## src/common/cag_pkg.sv

```systemverilog
// Purpose: Shared constants and types for the address generation block.
// Assumes: 16-bit address space, 8-bit instruction fields.
// Notes:   The vector table, RAM and SFR bounds and the table index and short bit positions live here.
package cag_pkg;

   // ************************************************************
   // Widths and field positions
   // ************************************************************
   localparam int ADDR_W        = 16;   // Width of every address.
   localparam int BYTE_W        = 8;    // Width of an instruction byte field.
   localparam int VEC_IDX_LSB   = 1;    // Lowest opcode bit of the table index.
   localparam int VEC_IDX_MSB   = 5;    // Highest opcode bit of the table index.
   localparam int SADDR_BIT8    = 8;    // Address bit steered by the short field.

   // ************************************************************
   // Address map values
   // ************************************************************
   localparam logic [15:0] VEC_TABLE_BASE = 16'h0040;  // First vector table byte.
   localparam logic [15:0] VEC_TABLE_LAST = 16'h007F;  // Last vector table byte.
   localparam logic [6:0]  SADDR_UPPER    = 7'h7F;     // Bits 15..9 of a short address.
   localparam logic [7:0]  SADDR_SPLIT    = 8'h20;     // Fields below this land in the SFR part.
   localparam logic [7:0]  SFR_UPPER      = 8'hFF;     // Upper byte of an SFR address.
   localparam logic [15:0] RAM_LO         = 16'hFE20;  // First internal high-speed RAM byte.
   localparam logic [15:0] RAM_HI         = 16'hFEFF;  // Last internal high-speed RAM byte.
   localparam logic [15:0] SFR_LO         = 16'hFF00;  // First special register byte.
   localparam logic [15:0] SFR_HI         = 16'hFFFF;  // Last special register byte.
   localparam logic [15:0] ZERO16         = 16'h0000;  // Reset value of address outputs.

   // ************************************************************
   // Request modes and controller states
   // ************************************************************
   typedef enum logic [3:0] {
      MODE_BR_IMM,     // Absolute call or branch to the immediate word.
      MODE_VEC_CALL,   // Vector table call.
      MODE_BR_ACC,     // Branch to the accumulator pair.
      MODE_BR_REL,     // Relative branch by the displacement byte.
      MODE_DIRECT,     // Operand at the immediate word.
      MODE_SHORT,      // Operand in the short direct window.
      MODE_SFR,        // Operand in the special register page.
      MODE_REG,        // Register or register pair operand.
      MODE_IND_PAIR,   // Operand at the indirect pair.
      MODE_IND_BASE,   // Operand at the base pair.
      MODE_BASED,      // Operand at base pair plus byte offset.
      MODE_PUSH,       // Stack write below the stack pointer.
      MODE_POP         // Stack read at the stack pointer.
   } cag_mode_type;

   typedef enum logic [0:0] {
      ST_IDLE,         // Ready for a request.
      ST_VEC_WAIT      // Waiting for the vector table word.
   } cag_state_type;

endpackage : cag_pkg

```

## src/common/cag_ea_if.sv

```systemverilog
// Purpose: Carries operand address inputs and results between the
//          controller and the operand address calculator.
// Assumes: Purely combinational path inside one clock domain.
// Notes:   The calc modport computes, the ctrl modport supplies and reads.
interface cag_ea_if;
   import cag_pkg::*;

   cag_mode_type mode;           // Operand addressing mode.
   logic [7:0]   field8;         // Byte field from the instruction.
   logic [15:0]  imm16;          // Immediate word from the instruction.
   logic [15:0]  indirect_pair;  // Indirect pair contents.
   logic [15:0]  base_pair;      // Base pair contents.
   logic [15:0]  stack_ptr;      // Stack pointer contents.
   logic         word_op;        // Operand is 16 bits wide.
   logic [15:0]  ea;             // Computed effective address.
   logic         in_ram;         // Address lies in high-speed RAM.
   logic         in_sfr;         // Address lies in the SFR page.
   logic         misaligned;     // Word short operand on an odd address.
   logic         stack_fault;    // Stack address outside high-speed RAM.

   modport calc (
      input  mode, field8, imm16, indirect_pair, base_pair, stack_ptr, word_op,
      output ea, in_ram, in_sfr, misaligned, stack_fault
   );
   modport ctrl (
      output mode, field8, imm16, indirect_pair, base_pair, stack_ptr, word_op,
      input  ea, in_ram, in_sfr, misaligned, stack_fault
   );
endinterface : cag_ea_if

```

## src/cag_ea_calc.sv

```systemverilog
// Purpose: Combinational operand effective address calculation.
// Assumes: Inputs are stable for the cycle in which the result is used.
// Notes:   No state; the controller registers the results.
module cag_ea_calc (
   // Link to the controller.
   cag_ea_if.calc eai
);
   import cag_pkg::*;

   // ************************************************************
   // Address forms
   // ************************************************************
   logic        short_sfr;    // Short field lies in the SFR part of the window.
   logic [15:0] short_addr;   // Short direct address.
   logic [15:0] sfr_addr;     // Special register page address.
   logic [15:0] based_addr;   // Base pair plus unsigned offset.
   logic [15:0] push_addr;    // Stack byte written by a push.
   logic        word_check;   // Word alignment applies to this access.

   // Fields 00H..1FH reach the SFR part, so bit 8 is set for them.
   assign short_sfr  = (eai.field8 < SADDR_SPLIT);
   // Bits 15..9 are all ones so the address never leaves the window.
   assign short_addr = {SADDR_UPPER, short_sfr, eai.field8};
   assign sfr_addr   = {SFR_UPPER, eai.field8};
   // Offset is zero-extended and the carry out of bit 15 is dropped.
   assign based_addr = 16'(eai.base_pair + {8'h00, eai.field8});
   assign push_addr  = 16'(eai.stack_ptr - 16'h0001);

   // Selects the effective address for the requested mode.
   always_comb begin
      case (eai.mode)
         MODE_DIRECT:   eai.ea = eai.imm16;
         MODE_SHORT:    eai.ea = short_addr;
         MODE_SFR:      eai.ea = sfr_addr;
         MODE_IND_PAIR: eai.ea = eai.indirect_pair;
         MODE_IND_BASE: eai.ea = eai.base_pair;
         MODE_BASED:    eai.ea = based_addr;
         MODE_PUSH:     eai.ea = push_addr;
         MODE_POP:      eai.ea = eai.stack_ptr;
         default:       eai.ea = ZERO16;             // Branch and register modes carry no operand address.
      endcase
   end

   // ************************************************************
   // Region and fault flags
   // ************************************************************
   // High-speed RAM and SFR regions of the map.
   assign eai.in_ram = (eai.ea >= RAM_LO) && (eai.ea <= RAM_HI);
   assign eai.in_sfr = (eai.ea >= SFR_LO);
   // Word short operands must sit on an even address pair.
   assign word_check     = eai.word_op && (eai.mode == MODE_SHORT);
   assign eai.misaligned = word_check && eai.ea[0];
   // The stack may only reach internal high-speed RAM.
   assign eai.stack_fault = ((eai.mode == MODE_PUSH) || (eai.mode == MODE_POP)) && !eai.in_ram;

endmodule : cag_ea_calc

```

## src/cag_addr_gen.sv

```systemverilog
// Purpose: Branch target and operand address generation for the core.
// Assumes: Decoder and memory run on ref_clk; vector data answers a read.
// Notes:   One request at a time; vector calls take a table read.
module cag_addr_gen (
   // Clock and reset.
   input  wire logic                 ref_clk,
   input  wire logic                 rst_n,
   // Request from the instruction decoder.
   input  wire logic                 req_valid,
   output      logic                 req_ready,
   input  wire cag_pkg::cag_mode_type req_mode,
   input  wire logic [7:0]           req_opcode,
   input  wire logic [15:0]          req_imm16,
   input  wire logic [7:0]           req_field8,
   input  wire logic                 req_word,
   input  wire logic [15:0]          req_next_pc,
   // Register file contents.
   input  wire logic [15:0]          accumulator_pair,
   input  wire logic [15:0]          indirect_pair,
   input  wire logic [15:0]          base_pair,
   input  wire logic [15:0]          stack_ptr,
   // Vector table read port.
   output      logic                 vec_rd_en,
   output      logic [15:0]          vec_addr,
   input  wire logic                 vec_rd_valid,
   input  wire logic [15:0]          vec_rd_data,
   // Program counter load.
   output      logic                 pc_load,
   output      logic [15:0]          pc_target,
   // Operand address result.
   output      logic                 ea_valid,
   output      logic [15:0]          ea_addr,
   output      logic                 ea_in_ram,
   output      logic                 ea_in_sfr,
   output      logic                 ea_misaligned,
   output      logic                 ea_stack_fault,
   // Register operand selects.
   output      logic                 reg_valid,
   output      logic [7:0]           reg_sel,
   output      logic [3:0]           pair_sel
);
   import cag_pkg::*;

   // ************************************************************
   // Decode helpers
   // ************************************************************
   // One-hot decode of a 3-bit select, used for registers and pairs.
   function automatic logic [7:0] onehot8(input logic [2:0] idx);
      logic [7:0] res;
      res = 8'h00;
      res[idx] = 1'b1;
      return res;
   endfunction : onehot8

   // Operand modes are all modes that produce a memory address.
   function automatic logic is_operand(input cag_mode_type m);
      logic res;
      res = (m == MODE_DIRECT) || (m == MODE_SHORT) || (m == MODE_SFR) ||
            (m == MODE_IND_PAIR) || (m == MODE_IND_BASE) || (m == MODE_BASED) ||
            (m == MODE_PUSH) || (m == MODE_POP);
      return res;
   endfunction : is_operand

   // ************************************************************
   // Registers and combinational wires
   // ************************************************************
   cag_state_type state_ff;          // Controller state.
   cag_state_type nxt_state;         // Next controller state.
   logic          vec_rd_en_ff;      // One-cycle table read strobe.
   logic [15:0]   vec_addr_ff;       // Table entry address.
   logic          pc_load_ff;        // One-cycle PC load strobe.
   logic [15:0]   pc_target_ff;      // PC value to load.
   logic          ea_valid_ff;       // One-cycle operand strobe.
   logic [15:0]   ea_addr_ff;        // Operand address.
   logic          ea_in_ram_ff;      // Operand region is RAM.
   logic          ea_in_sfr_ff;      // Operand region is SFR page.
   logic          ea_misaligned_ff;  // Word short operand was odd.
   logic          ea_stack_fault_ff; // Stack left the RAM region.
   logic          reg_valid_ff;      // One-cycle register select strobe.
   logic [7:0]    reg_sel_ff;        // One-hot register select.
   logic [3:0]    pair_sel_ff;       // One-hot pair select.

   logic          take;              // Request accepted this cycle.
   logic [15:0]   disp_ext;          // Sign-extended displacement.
   logic [15:0]   rel_target;        // Relative branch target.
   logic [15:0]   vec_entry;         // Table entry address for the opcode.
   logic          branch_now;        // Request is a direct PC load.
   logic [15:0]   branch_target;     // Target of a direct PC load.
   logic [7:0]    pair_hot;          // Wide decode of the pair field.

   cag_ea_if eai ();                 // Link to the operand calculator.

   assign req_ready = (state_ff == ST_IDLE);
   assign take      = req_valid && req_ready;

   // Upper byte copies bit 7 of the displacement.
   assign disp_ext   = {{8{req_field8[7]}}, req_field8};
   assign rel_target = 16'(req_next_pc + disp_ext);
   // Each entry is two bytes, indexed by opcode bits 5..1.
   assign vec_entry  = VEC_TABLE_BASE | {10'h000, req_opcode[VEC_IDX_MSB:VEC_IDX_LSB], 1'b0};

   assign branch_now = (req_mode == MODE_BR_IMM) || (req_mode == MODE_BR_ACC) || (req_mode == MODE_BR_REL);

   // Direct PC sources; vector calls load later from the table.
   always_comb begin
      case (req_mode)
         MODE_BR_IMM: branch_target = req_imm16;
         MODE_BR_ACC: branch_target = accumulator_pair;
         MODE_BR_REL: branch_target = rel_target;
         default:     branch_target = ZERO16;            // Not a direct branch.
      endcase
   end

   assign pair_hot = onehot8({1'b0, req_field8[1:0]});

   // ************************************************************
   // Operand calculator
   // ************************************************************
   assign eai.mode          = req_mode;
   assign eai.field8        = req_field8;
   assign eai.imm16         = req_imm16;
   assign eai.indirect_pair = indirect_pair;
   assign eai.base_pair     = base_pair;
   assign eai.stack_ptr     = stack_ptr;
   assign eai.word_op       = req_word;

   cag_ea_calc u_calc (
      .eai (eai.calc)
   );

   // ************************************************************
   // Controller
   // ************************************************************
   // Vector calls wait for the table word; everything else is one cycle.
   always_comb begin
      case (state_ff)
         ST_IDLE:     nxt_state = (take && req_mode == MODE_VEC_CALL) ? ST_VEC_WAIT : ST_IDLE;
         ST_VEC_WAIT: nxt_state = vec_rd_valid ? ST_IDLE : ST_VEC_WAIT;
         default:     nxt_state = ST_IDLE;
      endcase
   end

   // State and strobes.
   always_ff @(posedge ref_clk) begin
      if (!rst_n) begin
         state_ff     <= ST_IDLE;
         vec_rd_en_ff <= 1'b0;
         pc_load_ff   <= 1'b0;
         ea_valid_ff  <= 1'b0;
         reg_valid_ff <= 1'b0;
      end else begin
         state_ff     <= nxt_state;
         vec_rd_en_ff <= take && (req_mode == MODE_VEC_CALL);
         pc_load_ff   <= (take && branch_now) || ((state_ff == ST_VEC_WAIT) && vec_rd_valid);
         ea_valid_ff  <= take && is_operand(req_mode);
         reg_valid_ff <= take && (req_mode == MODE_REG);
      end
   end

   // Program counter target and table address.
   always_ff @(posedge ref_clk) begin
      if (!rst_n) begin
         pc_target_ff <= ZERO16;
         vec_addr_ff  <= ZERO16;
      end else begin
         if (take && branch_now) begin
            pc_target_ff <= branch_target;
         end else if ((state_ff == ST_VEC_WAIT) && vec_rd_valid) begin
            pc_target_ff <= vec_rd_data;
         end
         if (take && req_mode == MODE_VEC_CALL) begin
            vec_addr_ff <= vec_entry;
         end
      end
   end

   // Operand address and its region flags, held until the next operand.
   always_ff @(posedge ref_clk) begin
      if (!rst_n) begin
         ea_addr_ff        <= ZERO16;
         ea_in_ram_ff      <= 1'b0;
         ea_in_sfr_ff      <= 1'b0;
         ea_misaligned_ff  <= 1'b0;
         ea_stack_fault_ff <= 1'b0;
      end else if (take && is_operand(req_mode)) begin
         ea_addr_ff        <= eai.ea;
         ea_in_ram_ff      <= eai.in_ram;
         ea_in_sfr_ff      <= eai.in_sfr;
         ea_misaligned_ff  <= eai.misaligned;
         ea_stack_fault_ff <= eai.stack_fault;
      end
   end

   // Register selects, held until the next register request.
   always_ff @(posedge ref_clk) begin
      if (!rst_n) begin
         reg_sel_ff  <= 8'h00;
         pair_sel_ff <= 4'h0;
      end else if (take && req_mode == MODE_REG) begin
         reg_sel_ff  <= onehot8(req_field8[2:0]);
         pair_sel_ff <= pair_hot[3:0];
      end
   end

   // ************************************************************
   // Outputs
   // ************************************************************
   assign vec_rd_en      = vec_rd_en_ff;
   assign vec_addr       = vec_addr_ff;
   assign pc_load        = pc_load_ff;
   assign pc_target      = pc_target_ff;
   assign ea_valid       = ea_valid_ff;
   assign ea_addr        = ea_addr_ff;
   assign ea_in_ram      = ea_in_ram_ff;
   assign ea_in_sfr      = ea_in_sfr_ff;
   assign ea_misaligned  = ea_misaligned_ff;
   assign ea_stack_fault = ea_stack_fault_ff;
   assign reg_valid      = reg_valid_ff;
   assign reg_sel        = reg_sel_ff;
   assign pair_sel       = pair_sel_ff;
endmodule : cag_addr_gen

```

## config.mk

```make
export PLATFORM = sky130hd
export DESIGN_NAME = cag_addr_gen
export DESIGN_NICKNAME = d
export VERILOG_FILES = /design/src/common/cag_pkg.sv /design/src/common/cag_ea_if.sv /design/src/cag_ea_calc.sv /design/src/cag_addr_gen.sv
export SDC_FILE = /design/constraint.sdc
export NUM_CORES = 1
export LEC_CHECK = 0
export BUFFER_PORTS_ARGS = -buffer_cell sky130_fd_sc_hd__buf_2
export CAP_MARGIN = 10
export CORE_AREA = 2 2 79 138
export DETAILED_ROUTE_END_ITERATION = 12
export DIE_AREA = 0 0 81 140
export GPL_TIMING_DRIVEN = 0
export PLACE_DENSITY = 0.77
export RECOVER_POWER = 25
export SYNTH_ARGS = -nofsm -noshare
export SYNTH_HDL_FRONTEND = slang
export SYNTH_SLANG_ARGS = --single-unit
```

## constraint.sdc

```tcl
create_clock -name ref_clk -period 3.9 [get_ports ref_clk]
set_clock_uncertainty 0.15 [all_clocks]
set_input_delay 0.585 -clock ref_clk [delete_from_list [all_inputs] [get_ports ref_clk]]
set_output_delay 0.585 -clock ref_clk [all_outputs]
set_load 0.03 [all_outputs]
```

=== Word level (Yosys, flattened, before mapping) ===
Cells that the tools add are included.

* Bitwise gates (word level): 1
* Reductions and logical operators: 26
* $add $sub $neg: 3
* Mux-type cells: 11
* Order comparisons: 8
* Equal/unequal tests: 12

{| class="wikitable"
|+ Operators by type and width
! operator !! count
|-
| $pmux 16 s8 || 1
|-
| $pmux 16 s3 || 1
|-
| $ge 16x16->1 const B || 2
|-
| $mux 16 || 2
|-
| $eq 4x4->1 const B || 5
|-
| $add 16x16->16 || 1
|-
| $add 16x8->16 || 1
|-
| $eq 4x3->1 const B || 4
|-
| $le 16x16->1 const B || 1
|-
| $sub 16x1->16 const B || 1
|-
| $logic_and 1x1->1 || 12
|-
| $logic_or 1x1->1 || 11
|-
| $eq 4x2->1 const B || 2
|-
| $lt 8x6->1 const B || 1
|-
| $eq 4x1->1 const B || 1
|-
| $logic_not 4->1 || 1
|-
| $lt 2x4->1 const B || 1
|-
| $lt 3x4->1 const B || 1
|-
| $mux 1 || 4
|-
| $demux 1 s3 || 1
|-
| $ge 3x1->1 const B || 1
|-
| $demux 1 s2 || 1
|-
| $ge 2x1->1 const B || 1
|-
| $pmux 1 s2 || 1
|-
| other kinds (3) || 3
|}

* Output and inout bits: 69
* Register bits after elaboration: 59

=== Longest topological paths before layout ===
* Depth after elaboration: 9
* Mapped depth: 11
* Mapped depth without buffers: 11

=== Modules after synthesis ===
Synthesis repeated with hierarchy kept, for this count alone.

* Cells, all modules: 705
* Area, all modules: 5460.2 sq um

{| class="wikitable"
|+ By module, submodules not included
! module !! area each (sq um) !! cells an instance !! seq. area each (sq um) !! times used
|-
| cag_addr_gen || 3560.9 || 430 || 1181.1 || 1
|-
| cag_ea_calc || 1899.3 || 275 || 0.0 || 1
|}

=== Worst setup path after synthesis ===
No wires, ideal clock.

* Kind: input to register
* Start: input port req_field8[0]
* End: register ea_in_ram_ff (netlist: ea_in_ram)
* Cell stages on the path: 10
* Library setup time: 0.134 ns
* Required time: 3.616 ns
* Buffers on the path: 0
* Slack: 0.907 ns
* Arrival time: 2.709 ns
* Cell sequence: ha_1 fa_1 a211oi_1 o211ai_1 nand2_1 mux2_2 a221oi_1 nor3_1 nand4bb_1 o22ai_1

* Longest elaborated chain between the ends: 4
* Elaborated cells on any way between the ends: 6
* Classes of those cells: add/sub (1); order compare (3); mux (1); reduce/logical (1)

{| class="wikitable"
|+ Ends and longest elaborated chain
! item !! line !! text
|-
| start: declaration || cag_addr_gen.sv:14 || <nowiki>input wire logic [7:0] req_field8,</nowiki>
|-
| $add 16x8->16 or $lt 8x6->1 (tied branches) || cag_ea_calc.sv:26, cag_ea_calc.sv:21 ||
|-
| $pmux 16 s8 (*) || cag_ea_calc.sv:31 || <nowiki>case (eai.mode)</nowiki>
|-
| $ge 16x16->1 or $le 16x16->1 (tied branches) || cag_ea_calc.sv:48 || <nowiki>assign eai.in_ram = (eai.ea >= RAM_LO) && (eai.ea <= RAM_HI);</nowiki>
|-
| $logic_and 1x1->1 (*) || cag_ea_calc.sv:48 ||
|-
| end signal: assignment || cag_addr_gen.sv:187 || <nowiki>ea_in_ram_ff <= eai.in_ram;</nowiki>
|-
| end: declaration || cag_addr_gen.sv:75 || <nowiki>logic ea_in_ram_ff;</nowiki>
|}

Every way passes the cells marked *; elsewhere a longest branch is shown, timed or not.
A chain may end at the register's enable or synchronous reset.

=== Final worst setup path ===
* Start: input port req_field8[0]
* End: register ea_in_sfr_ff (netlist: ea_in_sfr)

* Longest elaborated chain between the ends: 3
* Elaborated cells on any way between the ends: 4
* Classes of those cells: add/sub (1); order compare (2); mux (1)

{| class="wikitable"
|+ Ends and longest elaborated chain
! item !! line !! text
|-
| $add 16x8->16 or $lt 8x6->1 (tied branches) || cag_ea_calc.sv:26, cag_ea_calc.sv:21 ||
|-
| $pmux 16 s8 (*) || cag_ea_calc.sv:31 ||
|-
| $ge 16x16->1 (*) || cag_ea_calc.sv:49 || <nowiki>assign eai.in_sfr = (eai.ea >= SFR_LO);</nowiki>
|-
| end signal: assignment || cag_addr_gen.sv:188 || <nowiki>ea_in_sfr_ff <= eai.in_sfr;</nowiki>
|-
| end: declaration || cag_addr_gen.sv:76 || <nowiki>logic ea_in_sfr_ff;</nowiki>
|}

Marked as above.

==> impl_metrics.csv <==
group,metric,value,unit
run_status,outcome,"finished, final reports clean",
detailed_routing,drt-initial-drc-count,410,
power,peakVddDrop,0.000299,V
clocking,path_clk_slew,50,ps
clocking,worstSkewPairLatency,340,ps
sta,fin_hold_ws,287,ps
power,cellPowerDensity,330,nW/um^2
detailed_routing,wire_per_inst,20.3,um
logic_synthesis,ys_seq_area_frac,0.235,
global_routing,grtUsageMet2,0.650,
place,placed_area,6190,sq um
global_routing,grt_pass1_vias,6070,
sta,setup-violations-final,0,
clocking,cts_hold_buf,0,
power,seqPwrFrac,0.296,
finish,area_growth,28.7,%
detailed_routing,drc_errors,0,
power,switchingPower,0.000691,W
clocking,cts.path.max_buffers,2,
logic_synthesis,synth_area_leaders,"dfxtp_1 (23%), a21oi_1 (6.2%), ha_1 (6.0%)",
global_routing,grt_max_degree,14,
floorplanning,die_w,81,um
finish,drive_gt1_frac,0.262,
worst_hold_path,min_from,"pc_target[0]$_SDFFE_PN0P_",
floorplanning,core_area,10200,sq um
place,place_hpwl,16300,um
logic_synthesis,synth.distinct_cells,75,
clocking,cts_resized,0,
logic_synthesis,synth_ff_type,"dfxtp_1",
sta,slew_viol_final,0,
finish,nNetsFinal,1032,
logic_synthesis,ys_ff_latch,59,
power,p_sw_frac,0.323,
worst_setup_path,path_class,"in2reg",
finish,final_cell_area,6480,sq um
power,p_leak,2.79,nW
floorplanning,ios,206,
worst_setup_path,crit_path_start_kind,"primary input",
clocking,cts.sinks,59,
worst_setup_path,cp-end-kind,"flop",
worst_setup_path,arrival,3430,ps
logic_synthesis,synth_edf_count,0,
sta,fin_crit_sh,0.868,
clocking,numCtsBuffers,9,
sta,fmax,295,MHz
place,place.gp.congestion,0.985,
clocking,cts_post_setup_buffers_inserted,0,
sta,post-route-min-period,3390,ps
worst_setup_path,worst-path-max-fanout,6,
place,pre_cts_ws,304,ps
finish,antenna_cells,0,
logic_synthesis,async_reset_ff_frac,0,
logic_synthesis,yosysTopAreaCellShare,0.235,
power,power.clock.fraction,0.419,
sta,tightest_slew,1050,ps
worst_setup_path,r2r_slack,1210,ps
detailed_routing,dr.pass1.iters,5,
worst_setup_path,ff2ff_path_depth,8,
place,portBuffers,191,
worst_setup_path,worstReg2RegStart,"state_ff$_SDFF_PN0_",
global_routing,grt_overflow_total,0,
run,max_cap_viol_count,0,
detailed_routing,ant_nets,0,
logic_synthesis,synth_warnings,0,
global_routing,grt_pass1_wl,31000,um
worst_hold_path,hp-class,"reg2reg",
worst_setup_path,crit_path_start,"req_field8[0]",
worst_setup_path,critical_path_required,3940,ps
clocking,cts_tree,"yes",
global_routing,use_met1,0.380,
detailed_routing,via_per_inst,6.15,
sta,hold_violations,0,
sta,setup_tns,0,ps
global_routing,track_usage,0.356,
logic_synthesis,ys_top_cells_by_count,"a21oi_1 (62), nand2_1 (61), dfxtp_1 (59)",
logic_synthesis,avgSynthCellArea,7.66,sq um
global_routing,grt_use_met3,0.0689,
sta,slew_headroom,0.294,
floorplanning,start_util,0.495,
power,intPower,0.00145,W
power,combPwrFrac,0.285,
floorplanning,dieArea,11300,sq um
worst_setup_path,r2r_end,"pc_target[14]$_SDFFE_PN0P_",
logic_synthesis,synth_top_area_cell,"dfxtp_1",
global_routing,antenna_found_initial,0,
floorplanning,die_h,140,um
sta,fin_ws,514,ps
detailed_routing,via_count,6152,
clocking,htree_levels,3,
logic_synthesis,synth_area,5030,sq um
logic_synthesis,yosysMostFrequentCell,"a21oi_1",
clocking,cts-root-buf,"clkbuf_16",
sta,rsz0062_at_grt,"false",
worst_setup_path,endpoint,"ea_in_sfr$_SDFFE_PN0P_",
global_routing,grt-busiest-layer,"met2",
logic_synthesis,syn_inst,657,
floorplanning,rows,49,
detailed_routing,drt_wl_total,20300,um
## area by class of cell
cell class | count | area (sq um)
Inverter | 11 | 41.3
Fill cell | 962 | 3700
Multi-Input combinational cell | 542 | 3540
Clock buffer | 11 | 253
Sequential cell | 59 | 1180
Buffer | 54 | 308
Tap cell | 127 | 159
Clock inverter | 4 | 73.8
Timing Repair Buffer | 192 | 927
## layer usage
| metal | vias up | part of all wire |
|---|---|---|
| li1 | 2872 | - |
| met1 | 2884 | 0.35 |
| met2 | 327 | 0.53 |
| met3 | 69 | 0.067 |
| met4 | 0 | 0.044 |
| met5 | - | 0 |
## power by group through the flow
stage	clock network (W)	logic [W]	registers (W)
finish	0.000897	0.000610	0.000634
global route	0.000926	0.000657	0.000637
CTS	0.000893	0.000601	0.000634
detailed placement	0	0.000598	0.000646
global placement	0	0.000590	0.000646
floorplan	0	0.000342	0.000688
## layout by cell type, fill, tap and decap left out, types with 5 or more instances in the layout
master     instances
a211oi_1          16
a21o_1             8
a21oi_1           62
a221o_1            5
a221oi_1           6
a22o_1             5
a22oi_1            9
a31oi_1            5
a32oi_1            6
and3_1             5
buf_2            168
buf_4             17
buf_6              5
clkbuf_1          52
clkbuf_16          9
conb_1            10
dfxtp_1           59
ha_1              24
inv_1             10
mux2_2             6
mux2i_1           18
nand2_1           61
nand2b_1          10
nand3_1           17
nor2_1            58
nor2b_1            7
nor3_1            17
nor4_1             9
o211ai_1           7
o21ai_0           49
or3_1              8
xnor2_1           19
xor2_1            10
## flip-flops by register name (all words and copies together), names as in the netlist
signal and cells:
ea_in_ram 1, state_ff 1, pc_load 1, ea_misaligned 1, ea_stack_fault 1, reg_valid 1, vec_rd_en 1, ea_addr 16
ea_in_sfr 1, vec_addr 6, reg_sel 8, ea_valid 1, pair_sel 4, pc_target 16
## how the worst min path moves through the flow
stage,slack [ps],cells past startpoint,end
after CTS,290,2,pc_target[0]$_SDFFE_PN0P_
after floorplan,310,2,state_ff$_SDFF_PN0_
after detailed placement,280,2,pc_target[0]$_SDFFE_PN0P_
after global placement,270,2,pc_target[1]$_SDFFE_PN0P_
after global routing,320,2,pc_target[9]$_SDFFE_PN0P_
final,290,2,pc_target[0]$_SDFFE_PN0P_
## cell families (layout without fill, tap and decap cells)
family / after synthesis / after routing / share of synthesized area
buf+inv: 65 / 272 / 0.0694
flops: 59 / 59 / 0.235
simple gates: 226 / 226 / 0.226
fa+ha+maj: 26 / 26 / 0.0676
compound gates: 227 / 227 / 0.302
other cells: 1 / 10 / 0.000745
xor+xnor: 29 / 29 / 0.0505
mux: 24 / 24 / 0.0492
## worst max-delay path: stages
cell	delay [ps]
buf_2	130
ha_1	240
fa_1	440
a211oi_1	300
o211ai_1	170
nand2_1	270
mux2_2	370
a221oi_1	490
nor3_1	110
nand4bb_1	200
o22ai_1	130
## metrics by stage
| stage | total power (W) | cells | util |
|---|---|---|---|
| 2_1_floorplan | 0.00103 | 666 | - |
| 3_3_place_gp | 0.00124 | 984 | 0.607 |
| 3_5_place_dp | 0.00124 | 985 | 0.608 |
| 4_1_cts | 0.00213 | 1000 | 0.640 |
| 5_1_grt | 0.00222 | 1000 | 0.637 |
| 6_report | 0.00214 | 1000 | 0.637 |
No activity file was read; power rests on OpenSTA's default activity.
